`src/rtl/gpl_pkg.sv`:
```
// shared constants and carrier types for the gpio port
package gpl_pkg;
  localparam int GPL_WIDTH = 8;
  localparam logic [7:0] GPL_LATCH_RST = 8'h00;
  localparam logic [7:0] GPL_DIR_RST = 8'h00;
  localparam logic [7:0] GPL_PULL_RST = 8'h00;
  localparam logic [1:0] GPL_SEL_DATA = 2'h0;
  localparam logic [1:0] GPL_SEL_DIR = 2'h1;
  localparam logic [1:0] GPL_SEL_PULL = 2'h2;
  localparam logic [7:0] GPL_DIR_READ_VAL = 8'h00;
  localparam logic [7:0] GPL_RDATA_RST = 8'h00;

  typedef struct packed {
    logic [7:0] out;
    logic [7:0] oe;
    logic [7:0] pull_en;
  } gpl_pad_t;

  typedef struct packed {
    logic rd;
    logic wr;
    logic [1:0] sel;
    logic [7:0] wdata;
  } gpl_cpu_t;
endpackage : gpl_pkg

```
`src/rtl/gpl_port.sv`:
```
// 8-bit port with output latch, write-only direction and input-only pull-ups
module gpl_port
  import gpl_pkg::*;
(
  input wire logic CLK,
  input wire logic RESETN,
  input wire gpl_pkg::gpl_cpu_t CPU,
  output logic [7:0] RDATA,
  input wire logic STANDBY,
  input wire logic [7:0] PIN_IN,
  output gpl_pkg::gpl_pad_t PAD
);
  import gpl_pkg::*;

  // ----------------------------------------
  // sizes
  // ----------------------------------------
  localparam int W = GPL_WIDTH;

  // ----------------------------------------
  // storage
  // ----------------------------------------
  logic [7:0] latch_q;
  logic [7:0] latch_d;
  logic [7:0] dir_q;
  logic [7:0] dir_d;
  logic [7:0] pull_q;
  logic [7:0] pull_d;
  logic [7:0] rdata_q;
  logic [7:0] rdata_d;
  logic [7:0] pin_s;

  // ----------------------------------------
  // pin synchroniser
  // ----------------------------------------
  // pins are asynchronous to the cpu clock
  gpl_sync #(
    .WIDTH(W)
  ) u_sync (
    .CLK(CLK),
    .RESETN(RESETN),
    .D(PIN_IN),
    .Q(pin_s)
  );

  // ----------------------------------------
  // selector decode
  // ----------------------------------------
  // true when the bus selector names the given target
  function automatic logic sel_hit(input logic [1:0] sel, input logic [1:0] code);
    return sel == code;
  endfunction

  logic hit_data;
  logic hit_dir;
  logic hit_pull;
  logic wr_data;
  logic wr_dir;
  logic wr_pull;
  logic rd_strobe;

  assign hit_data = sel_hit(CPU.sel, GPL_SEL_DATA);
  assign hit_dir = sel_hit(CPU.sel, GPL_SEL_DIR);
  assign hit_pull = sel_hit(CPU.sel, GPL_SEL_PULL);

  // the unmapped selector matches none of these, so its writes are dropped
  assign wr_data = CPU.wr && hit_data;
  assign wr_dir = CPU.wr && hit_dir;
  assign wr_pull = CPU.wr && hit_pull;
  assign rd_strobe = CPU.rd;

  // ----------------------------------------
  // per-bit datapath
  // ----------------------------------------
  logic [W-1:0] port_view;
  logic [W-1:0] oe_bit;
  logic [W-1:0] pull_bit;

  for (genvar b = 0; b < W; b++) begin : g_bit
    // outputs show their latch, inputs their synchronised pin
    assign port_view[b] = dir_q[b] ? latch_q[b] : pin_s[b];
    // driver on only for outputs and never in stand-by
    assign oe_bit[b] = dir_q[b] & ~STANDBY;
    // pull-up control counts only while the bit is an input
    assign pull_bit[b] = pull_q[b] & ~dir_q[b];
  end

  // ----------------------------------------
  // read selection
  // ----------------------------------------
  logic [7:0] rd_mux;

  // direction and unmapped reads give a fixed value, never the setting
  assign rd_mux = hit_data ? port_view :
                  hit_pull ? pull_q :
                  GPL_DIR_READ_VAL;

  // ----------------------------------------
  // next values
  // ----------------------------------------
  // direction writes never touch the latch
  assign latch_d = wr_data ? CPU.wdata : latch_q;
  assign dir_d = wr_dir ? CPU.wdata : dir_q;
  assign pull_d = wr_pull ? CPU.wdata : pull_q;
  assign rdata_d = rd_strobe ? rd_mux : rdata_q;

  // ----------------------------------------
  // output latch
  // ----------------------------------------
  always_ff @(posedge CLK) begin
    if (!RESETN) begin
      latch_q <= GPL_LATCH_RST;
    end else begin
      latch_q <= latch_d;
    end
  end

  // ----------------------------------------
  // direction register
  // ----------------------------------------
  always_ff @(posedge CLK) begin
    if (!RESETN) begin
      dir_q <= GPL_DIR_RST;
    end else begin
      dir_q <= dir_d;
    end
  end

  // ----------------------------------------
  // pull-up control register
  // ----------------------------------------
  always_ff @(posedge CLK) begin
    if (!RESETN) begin
      pull_q <= GPL_PULL_RST;
    end else begin
      pull_q <= pull_d;
    end
  end

  // ----------------------------------------
  // read data register
  // ----------------------------------------
  // holds the last read until the next read strobe
  always_ff @(posedge CLK) begin
    if (!RESETN) begin
      rdata_q <= GPL_RDATA_RST;
    end else begin
      rdata_q <= rdata_d;
    end
  end

  // ----------------------------------------
  // pad drive
  // ----------------------------------------
  assign PAD.out = latch_q;
  assign PAD.oe = oe_bit;
  assign PAD.pull_en = pull_bit;
  assign RDATA = rdata_q;
endmodule // gpl_port

```
`src/rtl/gpl_sync.sv`:
```
// two-stage synchroniser for the pin levels
module gpl_sync #(
  parameter int WIDTH = 8
) (
  input wire logic CLK,
  input wire logic RESETN,
  input wire logic [WIDTH-1:0] D,
  output logic [WIDTH-1:0] Q
);
  logic [WIDTH-1:0] meta_q;

  always_ff @(posedge CLK) begin
    if (!RESETN) begin
      meta_q <= '0;
      Q <= '0;
    end else begin
      meta_q <= D;
      Q <= meta_q;
    end
  end
endmodule // gpl_sync

```
`config.mk`:
```
export PLATFORM = sky130hd
export DESIGN_NAME = gpl_port
export DESIGN_NICKNAME = d
export VERILOG_FILES = /design/src/rtl/gpl_pkg.sv /design/src/rtl/gpl_port.sv /design/src/rtl/gpl_sync.sv
export SDC_FILE = /design/constraint.sdc
export NUM_CORES = 1
export LEC_CHECK = 0
export BUFFER_PORTS_ARGS = -buffer_cell sky130_fd_sc_hd__buf_2
export CORE_MARGIN = 5
export CORE_UTILIZATION = 30
export DETAILED_ROUTE_END_ITERATION = 10
export GPL_ROUTABILITY_DRIVEN = 0
export PLACE_DENSITY = 0.57
export SYNTH_ARGS = -nofsm -noshare
export SYNTH_HDL_FRONTEND = slang
export SYNTH_HIERARCHICAL = 1
export SYNTH_SLANG_ARGS = --single-unit
```
`constraint.sdc`:
```
create_clock -name CLK -period 3.1 [get_ports CLK]
set_input_delay 0.155 -clock CLK [delete_from_list [all_inputs] [get_ports CLK]]
set_output_delay 0.155 -clock CLK [all_outputs]
set_load 0.1 [all_outputs]
```
==> results.md, run 1 <==
- Status: finished, final reports clean
- Crit end category: output pin
- H-tree depth: 2
- Setup TNS: 0 ps
- Tmin final: approximately 1400 ps
- Largest stage delay, worst path: 440 ps
- Endpoints failing hold: 0
- Initial Util: 30.4%
- Max-slew headroom: roughly two fifths
- GRT overflow: 0
- Worst path bufs/invs: 1
- Hold path depth: 2
- Remaining DRCs: 0
- Final instance area: 0.00230 sq mm
- Maximum VDD drop: 0.000223 V
- Sw frac: 29.6%
- Via density: 4.40
- Max Cap Viol: 0
- R2R cell count: 3
- Setup crit start kind: flip-flop
- Synth warn: 6
- Area growth, synth to finish: 21.5%
- Power Dens Cells: 539 mW/mm^2
- Clock latency at the later pin of the worst-skew pair: 290 ps
- Dominant cell type by area after synthesis: dfxtp_1
- Core box area: 0.00624 sq mm
- Gate power share: 17.0%
- First-pass GRT wire length: 6960 microns
- Top post-synthesis cells by area: dfxtp_1, nor2b_1, mux2i_1
- Achievable Freq: 697 MHz
- RSZ-0062 raised after global routing: false
- Vias in the first global route: about 1,400
- Die Height: 89.5 microns
- Final setup fails: 0
- Routed wl met3: 361 microns
- Max Slew Vio Count: 0
- Static Leak: 1.03 nW
- Clk pwr share: 30.1%
- Register area share after synthesis: 50.7%
- Critical path arrival: 1280 ps
- DIE WIDTH: 89.5 microns
- Worst Hold Class: primary input to flip-flop
- Syn_area_per_cell: about 10 sq um
- Stages on worst setup path: 2
- Share of cells above drive strength 1: 35.6%
- DR top layer: met4
- Total track usage: about an eighth
- Crit-path slowest cell: buf_2
- Post-DRT Antenna Nets: 0
- Post-Synthesis Cells: 183
- Via count: approximately 1,400
- Routed length per instance: 14.1 microns
- Initial antenna violation count: 0
- Post-cts gate resize count: 0
- Largest net degree at the start of global routing: 49
- Seq pwr share: roughly 53%
- Routed Wire Length: 4400 microns
- Root buffer cell: clkbuf_8
- DP Area: 0.00221 sq mm
- Critical path data required time: ~2900 ps
- Crit Path Class: flip-flop to output pin
- CTS Buf Count: 5
- Met1 WL: 2060 microns
- Inserted Diodes: 0
- Detailed placement HPWL: 3150 microns
- Post-Syn Area: 0.00189 sq mm
- Worst-margin pin slew: 888 ps
- Unique cell type count in the Yosys netlist: 19
- Met2 wire length: 1910 microns
- Initial DRC count: 41
- Switching pwr: 0.367 mW
- Share of the synthesized area in the top cell type: 50.7%
- Die ar.: 0.00800 sq mm
- Sink Count: 48
- Cell Rows: 29
- CTS tree: yes
- Number of setup buffers added after CTS: 0
- Clock skew: 5.30 ps
- Final Cycle Share: a little under half
- Post-synthesis register bit count: 48
- Cell type group with the largest total delay on the critical path: buffers and inverters
- Crit-path cells: nor2b_1, buf_2
- Reg clk slew, reported paths: 80 ps
- Mapped Nets: between 200 and 250
- CP Max Fanout: 4
- Internal power: 0.874 mW
- CTS max path bufs: 2
- Number of port buffers: between 50 and 60
- Hold buffer count at CTS: 0
- Drt pass-1 iters: 4
- Fin nets: 258
- Number of I/O pins: 55
-- power by group through the flow --
stage / combinational (mW) / clock (mW) / sequential, mW
after floorplan: 0.104 / 0 / 0.732
after global placement: 0.212 / 0 / 0.670
after detailed placement: 0.213 / 0 / 0.671
after CTS: 0.213 / 0.396 / 0.656
after global routing: 0.225 / 0.422 / 0.660
final: 0.211 / 0.374 / 0.656
-- metal layers --
metal / global-route usage [%] / vias up
met5: 0 / -
met4: 4.47 / 0
met3: 3.69 / 8
met2: 17.7 / 46
met1: 15.5 / 601
li1: - / 722
-- final cells by class --
| class | instances | area (sq um) |
|---|---|---|
| clock buffer | 6 | 82.6 |
| sequential | 48 | 961 |
| tap | 77 | 96.3 |
| clock inverter | 2 | 10.0 |
| multi-input combinational | 125 | 873 |
| fill | 652 | 3940 |
| timing repair buffer | 55 | 278 |
-- cells by family (layout without fill, tap and decap cells) --
family | Yosys count | after routing | synth area share, %
compound gates | 32 | 32 | 10.6
buf+inv | 10 | 63 | 3.43
flops | 48 | 48 | 50.7
simple gates | 69 | 69 | 22.1
mux | 24 | 24 | 13.2
-- synthesized netlist by cell type (all sizes together) --
cell / n
a21boi: 8
a21oi: 8
mux2i: 16
nand3: 8
nand3b: 2
mux2: 8
buf: 6
o21ai: 8
nor2b: 33
dfxtp: 48
nor2: 1
nor3b: 1
nand2: 8
a22oi: 8
clkbuf: 4
and2: 16
-- layout by cell type, fill, tap and decap left out, drive strengths merged, types with 16 or more instances in the layout --
cell type	synthesis	final
and2	16	16
dfxtp	48	48
nor2b	33	33
mux2i	16	16
buf	6	55
-- sequential cells by signal (all words and copies together) (netlist names) --
name and cells:
RDATA 8, u_sync/meta_q 8, dir_q 8, latch_q 8, pull_q 8, u_sync/Q 8
-- worst reg2reg max path, delay by kind of cell (launching register included) --
| kind | cells | cell delay [ps] |
|---|---|---|
| AO/OA/AOI/OAI | 2 | 330 |
| flip-flops | 1 | 380 |
| multiplexers | 1 | 340 |
-- per-stage QoR --
step / hold slack [ps] / util [%] / setup slack, ps / power (mW) / std cells
finish: 75.6 / 36.9 / 1670 / 1.24 / 313
floorplan: 291 / - / 1240 / 0.835 / 183
global placement: 379 / 35.4 / 1550 / 0.882 / 305
detailed placement: 378 / 35.4 / 1460 / 0.884 / 305
CTS: 57.8 / 36.9 / 1640 / 1.27 / 313
global route: 61.7 / 36.9 / 1590 / 1.31 / 313
-- worst paths after layout --
| kind | from | to | slack, ps |
|---|---|---|---|
| max | dir_q[7]$_SDFFE_PN0P_ | PAD[15] | 1670 |
| min | PIN_IN[4] | u_sync/meta_q[4]$_SDFF_PN0_ | 80 |
| max reg2reg | dir_q[4]$_SDFFE_PN0P_ | RDATA[4]$_SDFFE_PN0P_ | 1940 |
| min reg2reg | u_sync/meta_q[2]$_SDFF_PN0_ | u_sync/Q[2]$_SDFF_PN0_ | 440 |
Note: power is estimated with default switching activity, not from simulation.
==> inputs of run 2 (changes only) <==
PLACE_DENSITY = 0.59   (was 0.57)
clock period = 1.3 ns   (was 3.1 ns; I/O delays follow)
==> results.md, run 2 (synthesized netlist as in run 1, its figures left out) <==
- Initial DRC count: 90 (was 41)
- Worst-margin pin slew: 647 ps (was 888 ps)
- CTS tree: yes (unchanged)
- Drt pass-1 iters: 4 (unchanged)
- Leading cell type in the layout, fill and taps excluded: dfxtp_1 (was buf_2)
- Tot Pwr: 3.22 mW (was 1.24 mW)
- CP Max Fanout: 4 (unchanged)
- Share of cells above drive strength 1: 45.8% (was 35.6%)
- Max Cap Viol: 0 (unchanged)
- Largest net degree at the start of global routing: 49 (unchanged)
- CTS max path bufs: 2 (unchanged)
- Initial antenna violation count: 0 (unchanged)
- Maximum VDD drop: 0.000717 V (was 0.000223 V)
- Remaining DRCs: 0 (unchanged)
- Total track usage: 12.3% (was 11.7%)
- Critical path data required time: 1240 ps (was 2940 ps)
- RSZ-0062 raised after global routing: false (unchanged)
- Detailed placement HPWL: 3190 microns (was 3150 microns)
- Power Dens Cells: 1200 mW/mm^2 (was 539 mW/mm^2)
- Number of I/O pins: 55 (unchanged)
- Routed Wire Length: 4580 microns (was 4400 microns)
- Crit-path slowest cell: dfxtp_1 (was buf_2)
- Achievable Freq: 841 MHz
- Core box area: 0.00624 sq mm (unchanged)
- Worst r2r src: dir_q[7]$_SDFFE_PN0P_ (was dir_q[4]$_SDFFE_PN0P_)
- Number of port buffers: 54 (unchanged)
- Crit path from: dir_q[7]$_SDFFE_PN0P_ (unchanged)
- Status: finished, final reports clean (unchanged)
- Worst Hold Class: primary input to flip-flop (unchanged)
- Clock latency at the later pin of the worst-skew pair: 300 ps (was 290 ps)
- Root buffer cell: clkbuf_8 (unchanged)
- Hold path depth: 3 (was 2)
- GRT overflow: 0 (unchanged)
- Crit-path cells: nor2b_2, buf_12 (was nor2b_1, buf_2)
- R2R cell count: 3 (unchanged)
- Final Cycle Share: 91.5%
- Clock skew: 4.81 ps (was 5.30 ps)
- PnR worst setup slack: 110 ps (was 1670 ps)
- Max Slew Vio Count: 0 (unchanged)
- Static Leak: 1.13 nW (was 1.03 nW)
- Routed length per instance: 14.0 microns (was 14.1 microns)
- Post-DRT Antenna Nets: 0 (unchanged)
- Inserted Diodes: 0 (unchanged)
- Setup crit start kind: flip-flop (unchanged)
- Via count: 1,422 (was 1,377)
- Via density: 4.36 (was 4.40)
- Critical path arrival: 1120 ps (was 1280 ps)
- H-tree depth: 2 (unchanged)
- R2r setup slk: 190 ps (was 1940 ps)
- Reg clk slew, reported paths: 90 ps (was 80 ps)
- Sink Count: 48 (unchanged)
- Pre-CTS setup slack: 164 ps (was 1460 ps)
- Fin nets: 271 (was 258)
- Worst Hold End: pull_q[2]$_SDFFE_PN0P_ (was u_sync/meta_q[4]$_SDFF_PN0_)
- DIE WIDTH: 89.5 microns (unchanged)
- Setup TNS: 0 ps (unchanged)
- Vias in the first global route: 1,416 (was 1,390)
- Die Height: 89.5 microns (unchanged)
- Area growth, synth to finish: 42.1% (was 21.5%)
- Cell Rows: 29 (unchanged)
- HP Start: CPU[2] (was PIN_IN[4])
- First-pass GRT wire length: 7330 microns (was 6960 microns)
- CTS Buf Count: 5 (unchanged)
- Crit end category: output pin (unchanged)
- Tmin final: 1190 ps
- Die ar.: 0.00800 sq mm (unchanged)
- Max-slew headroom: 56.7% (was 40.6%)
- Most frequent cells in the layout: dfxtp_1, buf_2, nor2b_1, nor2b_2, mux2i_1 (was buf_2, dfxtp_1, nor2b_1, mux2i_1, and2_2)
- Layout fillers: 628 (was 652)
- Reg2Reg Capture Point: RDATA[7]$_SDFFE_PN0P_ (was RDATA[4]$_SDFFE_PN0P_)
- Final setup fails: 0 (unchanged)
- Crit Path Class: flip-flop to output pin (unchanged)
- Endpoints failing hold: 0 (unchanged)
- Largest stage delay, worst path: 410 ps (was 440 ps)
- Initial Util: 30.4% (unchanged)
[run 2: cell types whose count changed in the layout (fill, tap and decap cells not counted), sizes merged]
cell,change
dlygate4sd3,+8
buf,+4
bufinv,+1
clkinv,-1
clkinvlp,+1
[run 2: timing repair]
action | in CTS | in global routing
hold buffers | 8 | 0
pin swaps | 0 | 0
endpoints found under the setup margin | 3 | 1
buffers inserted | 0 | 0
hold endpoints to repair | 8 | 0
gates resized for setup | 3 | 1
[run 2: power by group]
part,leakage (nW),internal (mW),switching (mW),total (mW)
clock network,0.0541,0.569,0.505,1.07
registers,0.397,1.53,0.0330,1.57
logic,0.676,0.189,0.392,0.581
total,1.13,2.29,0.929,3.22
[run 2: critical path: cells and delay by family, from the launching register on]
kind	cells	cell delay (ps)
buf+inv	1	190
simple gates	1	220
flops	1	410
[run 2: cell type report]
class | count | area (sq um) | share of cell area, %
clock inverter | 3 | 42.5 | 1.58
sequential | 48 | 972 | 36.1
timing repair buffer | 68 | 598 | 22.2
multi-input combinational | 125 | 913 | 33.9
clock buffer | 5 | 68.8 | 2.56
tap | 77 | 96.3 | 3.58
[run 2: metrics by stage]
step           cells  area, sq um  hold slack, ps  util [%]
3_5_place_dp     310         2490             287      39.9
2_1_floorplan    183         1950             201         -
6_report         326         2690            34.2      43.1
4_1_cts          326         2690            25.5      43.1
3_3_place_gp     310         2490             287      39.9
5_1_grt          326         2690            26.3      43.1
[run 2: worst max-delay path by stage]
stage / end / slack (ps) / cells after the start
4_1_cts: PAD[2] / 4 / 2
3_5_place_dp: RDATA[0]$_SDFFE_PN0P_ / 160 / 4
3_3_place_gp: latch_q[7]$_SDFFE_PN0P_ / 200 / 5
6_report: PAD[15] / 110 / 2
2_1_floorplan: PAD[10] / 30 / 1
5_1_grt: PAD[11] / 20 / 2
[run 2: per-layer routing]
layer | routed length [microns] | GRT usage [%] | up-vias | share of wire [%]
met1 | 2040 | 15.3 | 642 | 44
li1 | - | - | 747 | -
met5 | 0 | 0 | - | 0
met3 | 268 | 4.15 | 2 | 5.9
met2 | 2240 | 20.2 | 31 | 49
met4 | 29 | 3.65 | 0 | 0.63
==> inputs of run 3 (changes only) <==
RECOVER_POWER = 25   (was not set)
==> results.md, run 3 (synthesized netlist as in run 1, its figures left out) <==
- GRT overflow: 0 (unchanged)
- Via density: 4.41 (was 4.36)
- Cell type group with the largest total delay on the critical path: flip-flops (unchanged)
- Share of cells above drive strength 1: 45.0% (was 45.8%)
- Status: finished, final reports clean (unchanged)
- Worst r2r src: dir_q[7]$_SDFFE_PN0P_ (unchanged)
- RSZ-0062 raised after global routing: false (unchanged)
- Layout fillers: 631 (was 628)
- Max Slew Vio Count: 0 (unchanged)
- Crit end category: output pin (unchanged)
- Cell Rows: 29 (unchanged)
- Initial DRC count: 77 (was 90)
- Number of I/O pins: 55 (unchanged)
- Max Cap Viol: 0 (unchanged)
- Remaining DRCs: 0 (unchanged)
- Crit-path slowest cell: dfxtp_1 (unchanged)
- Crit path from: pull_q[2]$_SDFFE_PN0P_ (was dir_q[7]$_SDFFE_PN0P_)
- Number of setup buffers added after CTS: 0 (unchanged)
- Core box area: 0.00624 sq mm (unchanged)
- Routed Wire Length: 4580 microns (about the same)
- Sink Count: 48 (unchanged)
- Via count: 1,439 (was 1,422)
- H-tree depth: 2 (unchanged)
- Worst Hold Class: primary input to flip-flop (unchanged)
- R2R cell count: 3 (unchanged)
- Initial antenna violation count: 0 (unchanged)
- Worst path bufs/invs: 1 (unchanged)
- Worst Hold End: pull_q[2]$_SDFFE_PN0P_ (unchanged)
- Number of port buffers: 54 (unchanged)
- Fin util: 43.0% (was 43.1%)
- Static Leak: 1.12 nW (was 1.13 nW)
- Final setup fails: 0 (unchanged)
- Critical path data required time: 1240 ps (about the same)
- Largest net degree at the start of global routing: 49 (unchanged)
- Worst-margin pin slew: 661 ps (was 647 ps)
- Die ar.: 0.00800 sq mm (unchanged)
- Non-Filler Instances: 326 (unchanged)
- Power Dens Cells: 1200 mW/mm^2 (about the same)
- CTS Buf Count: 5 (unchanged)
- Fin nets: 271 (unchanged)
- Reg2Reg Capture Point: RDATA[7]$_SDFFE_PN0P_ (unchanged)
- Initial Util: 30.4% (unchanged)
- CP Max Fanout: 3 (was 4)
- Max-slew headroom: 55.8% (was 56.7%)
- CTS tree: yes (unchanged)
- Crit-path cells: nor2b_2, clkbuf_4 (was nor2b_2, buf_12)
- DIE WIDTH: 89.5 microns (unchanged)
- Setup TNS: 0 ps (unchanged)
- Tmin final: 1190 ps (about the same)
- Clock skew: 5.04 ps (was 4.81 ps)
- Inserted Diodes: 0 (unchanged)
- Post-DRT Antenna Nets: 0 (unchanged)
- Most frequent cells in the layout: dfxtp_1, buf_2, nor2b_1, nor2b_2, mux2i_1 (unchanged)
- Leading cell type in the layout, fill and taps excluded: dfxtp_1 (unchanged)
- Largest stage delay, worst path: 360 ps (was 410 ps)
- Stages on worst setup path: 2 (unchanged)
- First-pass GRT wire length: 7330 microns (unchanged)
- Crit Path Class: flip-flop to output pin (unchanged)
- Final Cycle Share: 91.6% (was 91.5%)
- Vias in the first global route: 1,416 (unchanged)
- Setup crit start kind: flip-flop (unchanged)
- Achievable Freq: 840 MHz (was 841 MHz)
- Endpoints failing hold: 0 (unchanged)
- Hold path depth: 3 (unchanged)
- R2r setup slk: 190 ps (about the same)
- Routed length per instance: 14.1 microns (was 14.0 microns)
- Reg clk slew, reported paths: 90 ps (about the same)
- CTS max path bufs: 2 (unchanged)
- Die Height: 89.5 microns (unchanged)
- HP Start: CPU[2] (unchanged)
- Placed cells: 310 (unchanged)
- Maximum VDD drop: 0.000718 V (was 0.000717 V)
- Detailed placement HPWL: 3190 microns (unchanged)
- Drt pass-1 iters: 4 (unchanged)
- Critical path arrival: 1130 ps (was 1120 ps)
- Area growth, synth to finish: 41.8% (was 42.1%)
- Root buffer cell: clkbuf_8 (unchanged)
- Clock latency at the later pin of the worst-skew pair: 300 ps (about the same)
- Total track usage: 12.3% (unchanged)
-- run 3: final cells by class --
class	instances	area (sq um)	area share [%]
clock buffers	5	68.8	2.56
clock inverters	3	42.5	1.58
multi-input cells	125	913	34.0
flip-flops and latches	48	972	36.2
well taps	77	96.3	3.59
repair buffers	68	593	22.1
-- run 3: worst register-to-register path, delay by kind of cell (launching register included) --
family	cells	cell delay, ps
AOI/OAI and AO/OA	2	230
muxes	1	350
DFF	1	410
-- run 3: worst max-delay path by stage --
stage	to	slack [ps]
6_report	PAD[2]	110
5_1_grt	PAD[11]	20
4_1_cts	PAD[2]	4
3_5_place_dp	RDATA[0]$_SDFFE_PN0P_	160
3_3_place_gp	latch_q[7]$_SDFFE_PN0P_	200
2_1_floorplan	PAD[10]	30
-- run 3: where the power goes --
| part | switching (mW) | internal, mW |
|---|---|---|
| logic | 0.392 | 0.188 |
| registers | 0.0330 | 1.53 |
| clock network | 0.507 | 0.570 |
| total | 0.932 | 2.29 |
-- run 3: metrics by stage --
step	worst slack, ps	hold slack (ps)	cell area [sq um]	total power [mW]
after detailed placement	164	287	2490	2.16
after floorplan	27.8	201	1950	2.00
final	109	33.2	2690	3.22
after global placement	201	287	2490	2.16
after global routing	21.0	26.3	2690	3.35
after CTS	4.10	25.5	2690	3.25
-- run 3: timing repair --
item	in CTS	in global routing
pin swaps	0	0
hold endpoints to repair	8	0
cloned	0	0
hold buffers	8	0
gates resized for setup	3	1
endpoints found under the setup margin	3	1
-- run 3: layer usage --
| layer | vias to the layer above | track usage [%] | wire, microns | share of wire [%] |
|---|---|---|---|---|
| met2 | 31 | 20.2 | 2220 | 48 |
| li1 | 748 | - | - | - |
| met3 | 2 | 4.15 | 268 | 5.8 |
| met4 | 0 | 3.65 | 29 | 0.63 |
| met1 | 658 | 15.3 | 2070 | 45 |
| met5 | - | 0 | 0 | 0 |
